## config.mk

```make
export PLATFORM = sky130hd
export DESIGN_NAME = high_port_gpio_pullup
export DESIGN_NICKNAME = d
export VERILOG_FILES = /design/src/high_port_pkg.sv /design/src/pin_cell.sv /design/src/high_port_gpio_pullup.sv
export SDC_FILE = /design/constraint.sdc
export NUM_CORES = 1
export LEC_CHECK = 0
export BUFFER_PORTS_ARGS = -buffer_cell sky130_fd_sc_hd__buf_4
export CORE_ASPECT_RATIO = 1.2
export CORE_MARGIN = 4
export CORE_UTILIZATION = 50
export DETAILED_ROUTE_END_ITERATION = 7
export PLACE_DENSITY = 0.81
export SYNTH_ARGS = -nofsm -noshare
export SYNTH_HDL_FRONTEND = slang
export SYNTH_HIERARCHICAL = 1
export SYNTH_SLANG_ARGS = --single-unit
```

## constraint.sdc

```tcl
create_clock -name clk -period 4.6 [get_ports clk]
set_input_delay 1.15 -clock clk [delete_from_list [all_inputs] [get_ports clk]]
set_output_delay 1.15 -clock clk [all_outputs]
set_load 0.01 [all_outputs]
```

## src/high_port_pkg.sv

```systemverilog
/*
 * Holds the register map, reset values and control bit positions of the upper-port GPIO block.
 * Assumes an APB slave with 32-bit data and byte addresses.
 */
package high_port_pkg;
    // ==========================================================
    // Register offsets
    localparam logic [11:0] first_data_addr = 12'h00c8;
    localparam logic [11:0] second_data_addr = 12'h00d8;
    localparam logic [11:0] first_mode_addr = 12'h0100;
    localparam logic [11:0] second_mode_addr = 12'h0104;
    localparam logic [11:0] crossbar_config_two_addr = 12'h0108;
    localparam logic [11:0] external_memory_interface_ctrl_addr = 12'h010c;
    localparam logic [11:0] rmw_ctrl_addr = 12'h0110;
    // ==========================================================
    // Reset values and field positions
    localparam logic [7:0] data_reset = 8'h00ff;
    localparam logic [7:0] mode_reset = 8'h0000;
    localparam logic [7:0] config_reset = 8'h0000;
    localparam int pullup_global_disable_bit = 7;
    localparam int ext_mem_low_port_select_bit = 5;
    localparam int external_memory_interface_high_enable_bit = 0;
    localparam logic [23:0] upper_zero = 24'h0000_00;
    localparam int port_width = 8;
endpackage

```

## src/pin_cell.sv

```systemverilog
/*
 * Holds one port pin's driver and pullup logic.
 * Assumes the pin level is returned through the top module.
 */
`timescale 1ns/1ps
module pin_cell (
    input wire logic data_bit,
    input wire logic push_pull,
    input wire logic external_memory_interface_own,
    input wire logic external_memory_interface_bit,
    input wire logic external_memory_interface_read,
    input wire logic pullup_off,
    output logic drive_out,
    output logic drive_en,
    output logic pullup_en
);
    logic value;
    always_comb begin
        value = external_memory_interface_own ? external_memory_interface_bit : data_bit;
        drive_out = value;
        // Low is driven unless the memory interface is reading the pin, high only in push-pull mode.
        drive_en = (!value || push_pull) && !external_memory_interface_read;
        pullup_en = !pullup_off && !(drive_en && !value);
    end
endmodule

```

## src/high_port_gpio_pullup.sv

```systemverilog
/*
 * Holds the top of the upper-port GPIO block: APB registers, port latches and pin drivers.
 * Assumes pin inputs synchronous to clk and an external memory interface giving override data.
 */
// Chosen here: the APB register port.
`timescale 1ns/1ps
module high_port_gpio_pullup (
    input wire logic clk,
    input wire logic sys_rst,
    input wire logic psel,
    input wire logic penable,
    input wire logic pwrite,
    input wire logic [11:0] paddr,
    input wire logic [31:0] pwdata,
    output logic [31:0] prdata,
    output logic pready,
    output logic pslverr,
    input wire logic [15:0] pin_in,
    output logic [15:0] pin_out,
    output logic [15:0] pin_oe,
    output logic [15:0] pullup_en,
    input wire logic external_memory_interface_active,
    input wire logic external_memory_interface_read,
    input wire logic [15:0] external_memory_interface_mask,
    input wire logic [15:0] external_memory_interface_data_bus,
    input wire logic [15:0] external_memory_interface_out
);
    // ==========================================================
    // Register state
    // Latches, output modes and control bits, all eight bits wide except the one-bit rmw flag.
    logic [7:0] first_data;
    logic [7:0] second_data;
    logic [7:0] first_mode;
    logic [7:0] second_mode;
    logic [7:0] xbar;
    logic [7:0] external_memory_interface_ctrl;
    logic rmw;
    logic [7:0] next_first_data;
    logic [7:0] next_second_data;
    logic [7:0] next_first_mode;
    logic [7:0] next_second_mode;
    logic [7:0] next_xbar;
    logic [7:0] next_external_memory_interface_ctrl;
    logic next_rmw;

    // ==========================================================
    // Bus response state
    // Decoded read word and the flags of the access in progress.
    logic [31:0] read_value;
    logic mapped;
    logic access;
    logic [31:0] next_prdata;
    logic next_pready;
    logic next_pslverr;

    // ==========================================================
    // Pin state
    logic [15:0] all_data;
    logic [15:0] all_mode;
    logic [15:0] own_mask;
    logic [15:0] read_off_mask;
    logic pullup_off;
    logic external_memory_interface_on;
    logic [15:0] c_out;
    logic [15:0] c_oe;
    logic [15:0] c_pu;

    // ==========================================================
    // Register writes
    // A transfer is taken in its first access cycle only; pready then rises for one cycle,
    // so every access has exactly one wait state and no write can land twice.
    assign access = psel && penable && !pready;
    always_comb begin
        next_first_data = first_data;
        next_second_data = second_data;
        next_first_mode = first_mode;
        next_second_mode = second_mode;
        next_xbar = xbar;
        next_external_memory_interface_ctrl = external_memory_interface_ctrl;
        next_rmw = rmw;
        if (access && pwrite) begin
            if (paddr == high_port_pkg::first_data_addr) begin
                next_first_data = pwdata[7:0];
            end else if (paddr == high_port_pkg::second_data_addr) begin
                next_second_data = pwdata[7:0];
            end else if (paddr == high_port_pkg::first_mode_addr) begin
                next_first_mode = pwdata[7:0];
            end else if (paddr == high_port_pkg::second_mode_addr) begin
                next_second_mode = pwdata[7:0];
            end else if (paddr == high_port_pkg::crossbar_config_two_addr) begin
                // The low-port select bit is only stored; keeping it clear is up to software.
                next_xbar = pwdata[7:0];
            end else if (paddr == high_port_pkg::external_memory_interface_ctrl_addr) begin
                next_external_memory_interface_ctrl = pwdata[7:0];
            end else if (paddr == high_port_pkg::rmw_ctrl_addr) begin
                next_rmw = pwdata[0];
            end
        end
    end

    always_ff @(posedge clk or posedge sys_rst) begin
        if (sys_rst) begin
            // Latches come up high, so every pin starts as an input with its pullup on.
            first_data <= high_port_pkg::data_reset;
            second_data <= high_port_pkg::data_reset;
            first_mode <= high_port_pkg::mode_reset;
            second_mode <= high_port_pkg::mode_reset;
            xbar <= high_port_pkg::config_reset;
            external_memory_interface_ctrl <= high_port_pkg::config_reset;
            rmw <= 1'b0;
        end else begin
            first_data <= next_first_data;
            second_data <= next_second_data;
            first_mode <= next_first_mode;
            second_mode <= next_second_mode;
            xbar <= next_xbar;
            external_memory_interface_ctrl <= next_external_memory_interface_ctrl;
            rmw <= next_rmw;
        end
    end

    // ==========================================================
    // Read mux
    // Unmapped offsets read as zero and are flagged as not mapped.
    always_comb begin
        read_value = 32'h0000_0000;
        mapped = 1'b1;
        if (paddr == high_port_pkg::first_data_addr) begin
            // Latch contents during a read-modify-write, pin levels otherwise.
            read_value = {high_port_pkg::upper_zero, rmw ? first_data : pin_in[7:0]};
        end else if (paddr == high_port_pkg::second_data_addr) begin
            read_value = {high_port_pkg::upper_zero, rmw ? second_data : pin_in[15:8]};
        end else if (paddr == high_port_pkg::first_mode_addr) begin
            read_value = {high_port_pkg::upper_zero, first_mode};
        end else if (paddr == high_port_pkg::second_mode_addr) begin
            read_value = {high_port_pkg::upper_zero, second_mode};
        end else if (paddr == high_port_pkg::crossbar_config_two_addr) begin
            read_value = {high_port_pkg::upper_zero, xbar};
        end else if (paddr == high_port_pkg::external_memory_interface_ctrl_addr) begin
            read_value = {high_port_pkg::upper_zero, external_memory_interface_ctrl};
        end else if (paddr == high_port_pkg::rmw_ctrl_addr) begin
            read_value = {31'h0000_0000, rmw};
        end else begin
            mapped = 1'b0;
        end
    end

    // ==========================================================
    // Bus response
    // Read data is loaded only by reads, so it stays put across writes.
    // The pready and pslverr outputs are one-cycle pulses.
    always_comb begin
        next_prdata = prdata;
        next_pready = access;
        next_pslverr = access && !mapped;
        if (access && !pwrite) begin
            next_prdata = read_value;
        end
    end

    always_ff @(posedge clk or posedge sys_rst) begin
        if (sys_rst) begin
            prdata <= 32'h0000_0000;
            pready <= 1'b0;
            pslverr <= 1'b0;
        end else begin
            prdata <= next_prdata;
            pready <= next_pready;
            pslverr <= next_pslverr;
        end
    end

    // ==========================================================
    // Pin control
    // Both ports are flattened so that pin i of the cells is bit i of every vector.
    assign all_data = {second_data, first_data};
    assign all_mode = {second_mode, first_mode};
    // The memory interface only takes pins while it is mapped to the upper ports.
    assign external_memory_interface_on = external_memory_interface_ctrl[high_port_pkg::external_memory_interface_high_enable_bit] && external_memory_interface_active;
    assign own_mask = external_memory_interface_on ? external_memory_interface_mask : 16'h0000;
    // A read move releases only the data bus pins; the other pins keep their drivers.
    assign read_off_mask = (external_memory_interface_on && external_memory_interface_read) ? external_memory_interface_data_bus : 16'h0000;
    assign pullup_off = xbar[high_port_pkg::pullup_global_disable_bit];
    // One cell per pin; the cells hold no state of their own.
    for (genvar i = 0; i < 2 * high_port_pkg::port_width; i++) begin : g_pin
        pin_cell u_cell (
            .data_bit(all_data[i]),
            .push_pull(all_mode[i]),
            .external_memory_interface_own(own_mask[i]),
            .external_memory_interface_bit(external_memory_interface_out[i]),
            .external_memory_interface_read(read_off_mask[i]),
            .pullup_off(pullup_off),
            .drive_out(c_out[i]),
            .drive_en(c_oe[i]),
            .pullup_en(c_pu[i])
        );
    end

    // ==========================================================
    // Pin outputs
    // Every pin output comes from a flop, so pins follow a register or input one cycle later.
    always_ff @(posedge clk or posedge sys_rst) begin
        if (sys_rst) begin
            // Open-drain with latches high: nothing is driven and every pullup is on.
            pin_out <= {high_port_pkg::data_reset, high_port_pkg::data_reset};
            pin_oe <= 16'h0000;
            pullup_en <= 16'hffff;
        end else begin
            pin_out <= c_out;
            pin_oe <= c_oe;
            pullup_en <= c_pu;
        end
    end
endmodule

```

== After elaboration in Yosys (flattened, before gate mapping) ==
Index checks and enable logic that the tools add are counted.
Widths: inputs -> output; s select.

* Equal/unequal tests: 7
* Multiplexer cells: 34
* Reductions and logical operators: 130
* Bitwise logic cells: 6

{| class="wikitable"
|+ Operators by type and width
! kind !! number
|-
| $mux 8 || 8
|-
| $eq 12x9->1 const B || 5
|-
| $logic_and 1x1->1 || 55
|-
| $logic_not 1->1 || 52
|-
| $mux 16 || 2
|-
| $eq 12x8->1 const B || 2
|-
| $mux 1 || 24
|-
| $logic_or 1x1->1 || 16
|-
| $reduce_and 8->1 || 1
|-
| $reduce_and 7->1 || 1
|-
| $not 1->1 || 6
|-
| $reduce_and 6->1 || 1
|-
| $reduce_and 5->1 || 1
|-
| $reduce_and 4->1 || 1
|-
| $reduce_and 3->1 || 1
|-
| $reduce_and 2->1 || 1
|}

* Bits in registers: 131
* Input port bits: 115
* Output and inout bits: 82
* Word-level logic and storage cells: 190

== Depth between registers and ports, before layout ==
* Word-level depth: 10
* Depth in mapped cells: 6

== Cells and area by module ==
The synthesis kept the hierarchy.

{| class="wikitable"
|+ Modules (own cells, without submodules)
! module !! sequential area each (um2) !! area each (um2) !! instances !! cells an instance
|-
| high_port_gpio_pullup || 2737.6 || 4843.4 || 1 || 356
|-
| pin_cell || 0.0 || 33.8 || 16 || 4
|}

== Least setup slack after synthesis ==
No wires, ideal clock.

* Kind: input port to flip-flop
* From: in paddr[9]
* To: reg xbar[0]
* Arrival time: 2656 ps
* Stages: 6
* Library setup time: 125 ps
* Data required time: 4475 ps
* Setup slack: 1819 ps
* Path through: or4b_4 > nor3_2 > buf_6 > and3_4 > buf_12 > mux2_4

* Word-level cells in the longest chain between the ends: 3
* Elaborated cells between the ends (all ways): 10

{| class="wikitable"
|+ Ends and longest elaborated chain
! item !! RTL line !! RTL
|-
| start, declared || high_port_gpio_pullup.sv:13 || <nowiki>input wire logic [11:0] paddr,</nowiki>
|-
| $eq 12x9->1 (tied with other cells) || high_port_gpio_pullup.sv:88 || <nowiki>end else if (paddr == high_port_pkg::second_mode_addr) begin</nowiki>
|-
| $not 1->1 (no line) || - ||
|-
| $reduce_and 6->1 (no line) * || - ||
|-
| end signal, assigned || high_port_gpio_pullup.sv:108 || <nowiki>xbar <= high_port_pkg::config_reset;</nowiki>
|-
| end signal, assigned || high_port_gpio_pullup.sv:116 || <nowiki>xbar <= next_xbar;</nowiki>
|-
| end, declared || high_port_gpio_pullup.sv:35 || <nowiki>logic [7:0] xbar;</nowiki>
|}

Every way passes the cells marked *; elsewhere a longest branch is shown, timed or not.
A chain may end at the register's enable or synchronous reset.

== Final worst setup path ==
* From: in paddr[9]
* To: reg second_mode[5]

* Word-level cells in the longest chain between the ends: 3
* Elaborated cells between the ends (all ways): 8

{| class="wikitable"
|+ Ends and longest elaborated chain
! item !! RTL line !! RTL
|-
| $eq 12x9->1 (tied with other cells) || high_port_gpio_pullup.sv:86 || <nowiki>end else if (paddr == high_port_pkg::first_mode_addr) begin</nowiki>
|-
| $not 1->1 (no line) || - ||
|-
| $reduce_and 5->1 (no line) * || - ||
|-
| end signal, assigned || high_port_gpio_pullup.sv:107 || <nowiki>second_mode <= high_port_pkg::mode_reset;</nowiki>
|-
| end signal, assigned || high_port_gpio_pullup.sv:115 || <nowiki>second_mode <= next_second_mode;</nowiki>
|-
| end, declared || high_port_gpio_pullup.sv:34 || <nowiki>logic [7:0] second_mode;</nowiki>
|}

Marks and branches as above.

==> results.md <==
* Post-synth EDFFs at 0
* Post-CTS setup buffer count at 0
* CTS Hold Bufs at 0
* Fillers at 810
* Core Region at 10500 sq um
* Largest net degree at the start of global routing at 88
* RSZ-0062 raised after global routing: no
* Worst-path fanout max at 11
* CTS Root Cell: clkbuf_16
* Outcome: complete, no violations
* Synth top area cells: dfrtp_1, dfstp_2, mux2_2
* CP endpoint kind: register
* CP arrival at 3.25 ns
* Gr ovfl total at 0
* Slack of the critical path at 1.58 ns
* Max Freq at 332 MHz
* Skew final at 0.0126 ns
* Area of the mapped netlist at 5380 sq um
* Synth cell types at 52
* Post-route minimum period at 3.02 ns
* CTS max path bufs at 2
* Die area at 12500 sq um
* Sequential area share after synthesis at 0.508
* CP Class: in -> reg
* Fraction of layout cells with a size suffix above 1 at 0.539
* Core Rows at 41
* Share of the synthesized area in the top cell type at 0.274
* Chip height at 122 um
* Starting Density at 0.512
* Clk sinks at 107
* PortBufs at 148
* GR Layer Usage met2 at 0.378
* Via count at 4029
* Leak pwr at 3.17 nW
* CTS tree: yes
* Post-CTS sizing at 0
* Avg WL per Cell at 20.5 um
* Hpwl dp at 10.2 mm
* Clock insertion delay at the later pin of the skew report at 0.35 ns
* Initial antenna violation count at 0
* Final setup vio count at 0
* Post-Route Setup TNS at 0 ns
* Least-Margin Pin Slew at 1.25 ns
* Main synth FF type: dfrtp_1
* First-pass GRT wire length at 21.8 mm
* Final hold violations at 0
* Inserted Clock Buffers at 9
* Synth warnings at 6
* Mean Syn Cell Area at 12.8 sq um
* Pre-antenna DRT Iters at 4
* Synth-to-Final Area Change at 26.3%
* Layout Nets at 678
* DP Area at 6490 sq um
* Vias per cell at 5.78
* Type of the worst min-delay path: reg -> reg
* N_diodes at 0
* Total GRT Usage at 0.231
* Vias in the first global route at 4157
* Most used routing layer: met2
* Met3 Track Usage GR at 0.0407
* Remaining DRCs at 0
* Cells after Synth at 420
* Rel. slew slack at 0.156
* Routed wire length at 14.3 mm
* Seq cells post-synth at 107
* Cell taking the most area after synthesis: dfrtp_1
* Most frequent cells in the layout: buf_4, dfrtp_1, mux2_2
* P per Cell Area at 282 nW/um^2
* Pins Over Slew Limit at 0
* Placer's final routability congestion estimate at 0.882
* Commonest non-fill, non-tap cell in the layout: buf_4
* Routed Antenna Nets at 0
* Setup slack at placement at 1.25 ns
* Top Ports at 197
* H-tree Lvls at 3
* Register clock-pin slew on the reported worst setup and hold paths at 0.07 ns
* Tcrit/Tclk final at 0.656
* VDD IR max at 150 uV
* CP required at 4.83 ns
* Asr flop ratio synth at 1.00
* Die Wd at 103 um
* DR iter-0 viols at 222
* Max_cap viols at 0
* Met1 GRT Util at 0.288
* Crit path launch type: primary input
* Final instance area at 6800 sq um
flip-flops by register name, indices dropped and copies added, names as in the netlist:
register / cells
pin_out: 16
xbar: 8
pslverr: 1
pullup_en: 16
second_data: 8
external_memory_interface_ctrl: 8
pready: 1
second_mode: 8
rmw: 1
prdata: 8
first_mode: 8
first_data: 8
pin_oe: 16
logic make-up after synthesis:
kind of cell,after synthesis,share of synthesized area
flip-flops,107,0.508
AND/OR/NAND/NOR,97,0.132
multiplexers,89,0.205
AO/OA/AOI/OAI,65,0.0883
buffers and inverters,61,0.0655
other,1,0.000697
area by class of cell:
class / instances / area [sq um] / area share
clock buffers: 14 / 254 / 0.0374
well taps: 129 / 161 / 0.0237
inverters: 19 / 73.8 / 0.0109
multi-input cells: 275 / 2380 / 0.350
clock inverters: 2 / 60.1 / 0.00883
flip-flops and latches: 107 / 2740 / 0.403
repair buffers: 151 / 1130 / 0.167
final timing paths:
| check | start | end | slack, ns | depth (start not counted) |
|---|---|---|---|---|
| worst max-delay path | paddr[9] | second_mode[5] | 1.58 | 6 |
| worst min-delay path | external_memory_interface_ctrl[4] | external_memory_interface_ctrl[4] | 0.51 | 1 |
| worst max register to register | pready | prdata[5] | 2.35 | 4 |
| worst min register to register | external_memory_interface_ctrl[4] | external_memory_interface_ctrl[4] | 0.51 | 1 |
| max in group asynchronous | sys_rst | pin_out[15] | 2.59 | 3 |
| min in group asynchronous | sys_rst | pin_oe[1] | 1.04 | 2 |
critical path: stages:
cell	delay (ns)
buf_4	0.13
or4b_4	0.56
nor3_2	0.18
buf_4	0.25
and4b_1	0.58
mux2_2	0.40
power breakdown:
part           internal [W]  switching, W
clock              0.000494      0.000334
sequential         0.000945    0.00000130
combinational     0.0000661     0.0000792
total               0.00150      0.000414
stage by stage:
stage	cells	power (W)	util	hold slack, ns
floorplan	443	0.00103	-	0.474
global placement	681	0.00110	0.617	0.482
detailed placement	681	0.00111	0.617	0.491
CTS	697	0.00192	0.647	0.509
global route	697	0.00198	0.647	0.530
finish	697	0.00192	0.647	0.511
synthesized netlist by cell type, types with 3 or more instances:
library cell   n
nor2_1         6
dfrtp_1       59
clkbuf_1       9
nand4_1       17
nor4_1         6
dfstp_2       48
nor4bb_1       3
inv_1         19
buf_4         25
mux2_4        24
nor4b_1        3
buf_2          3
a211oi_1       6
o21ai_0        8
a22oi_1        9
nand2_1        4
and3_1        33
mux2_2        55
o21ba_1       16
a22o_1         5
a21oi_1       17
mux2i_1        7
layer usage:
layer / vias to the layer above / wire length [um]
met2: 200 / 7250
met5: - / 0
met3: 35 / 1220
met1: 1999 / 5300
met4: 0 / 494
li1: 1795 / -
(Power assumes the default switching activity.)
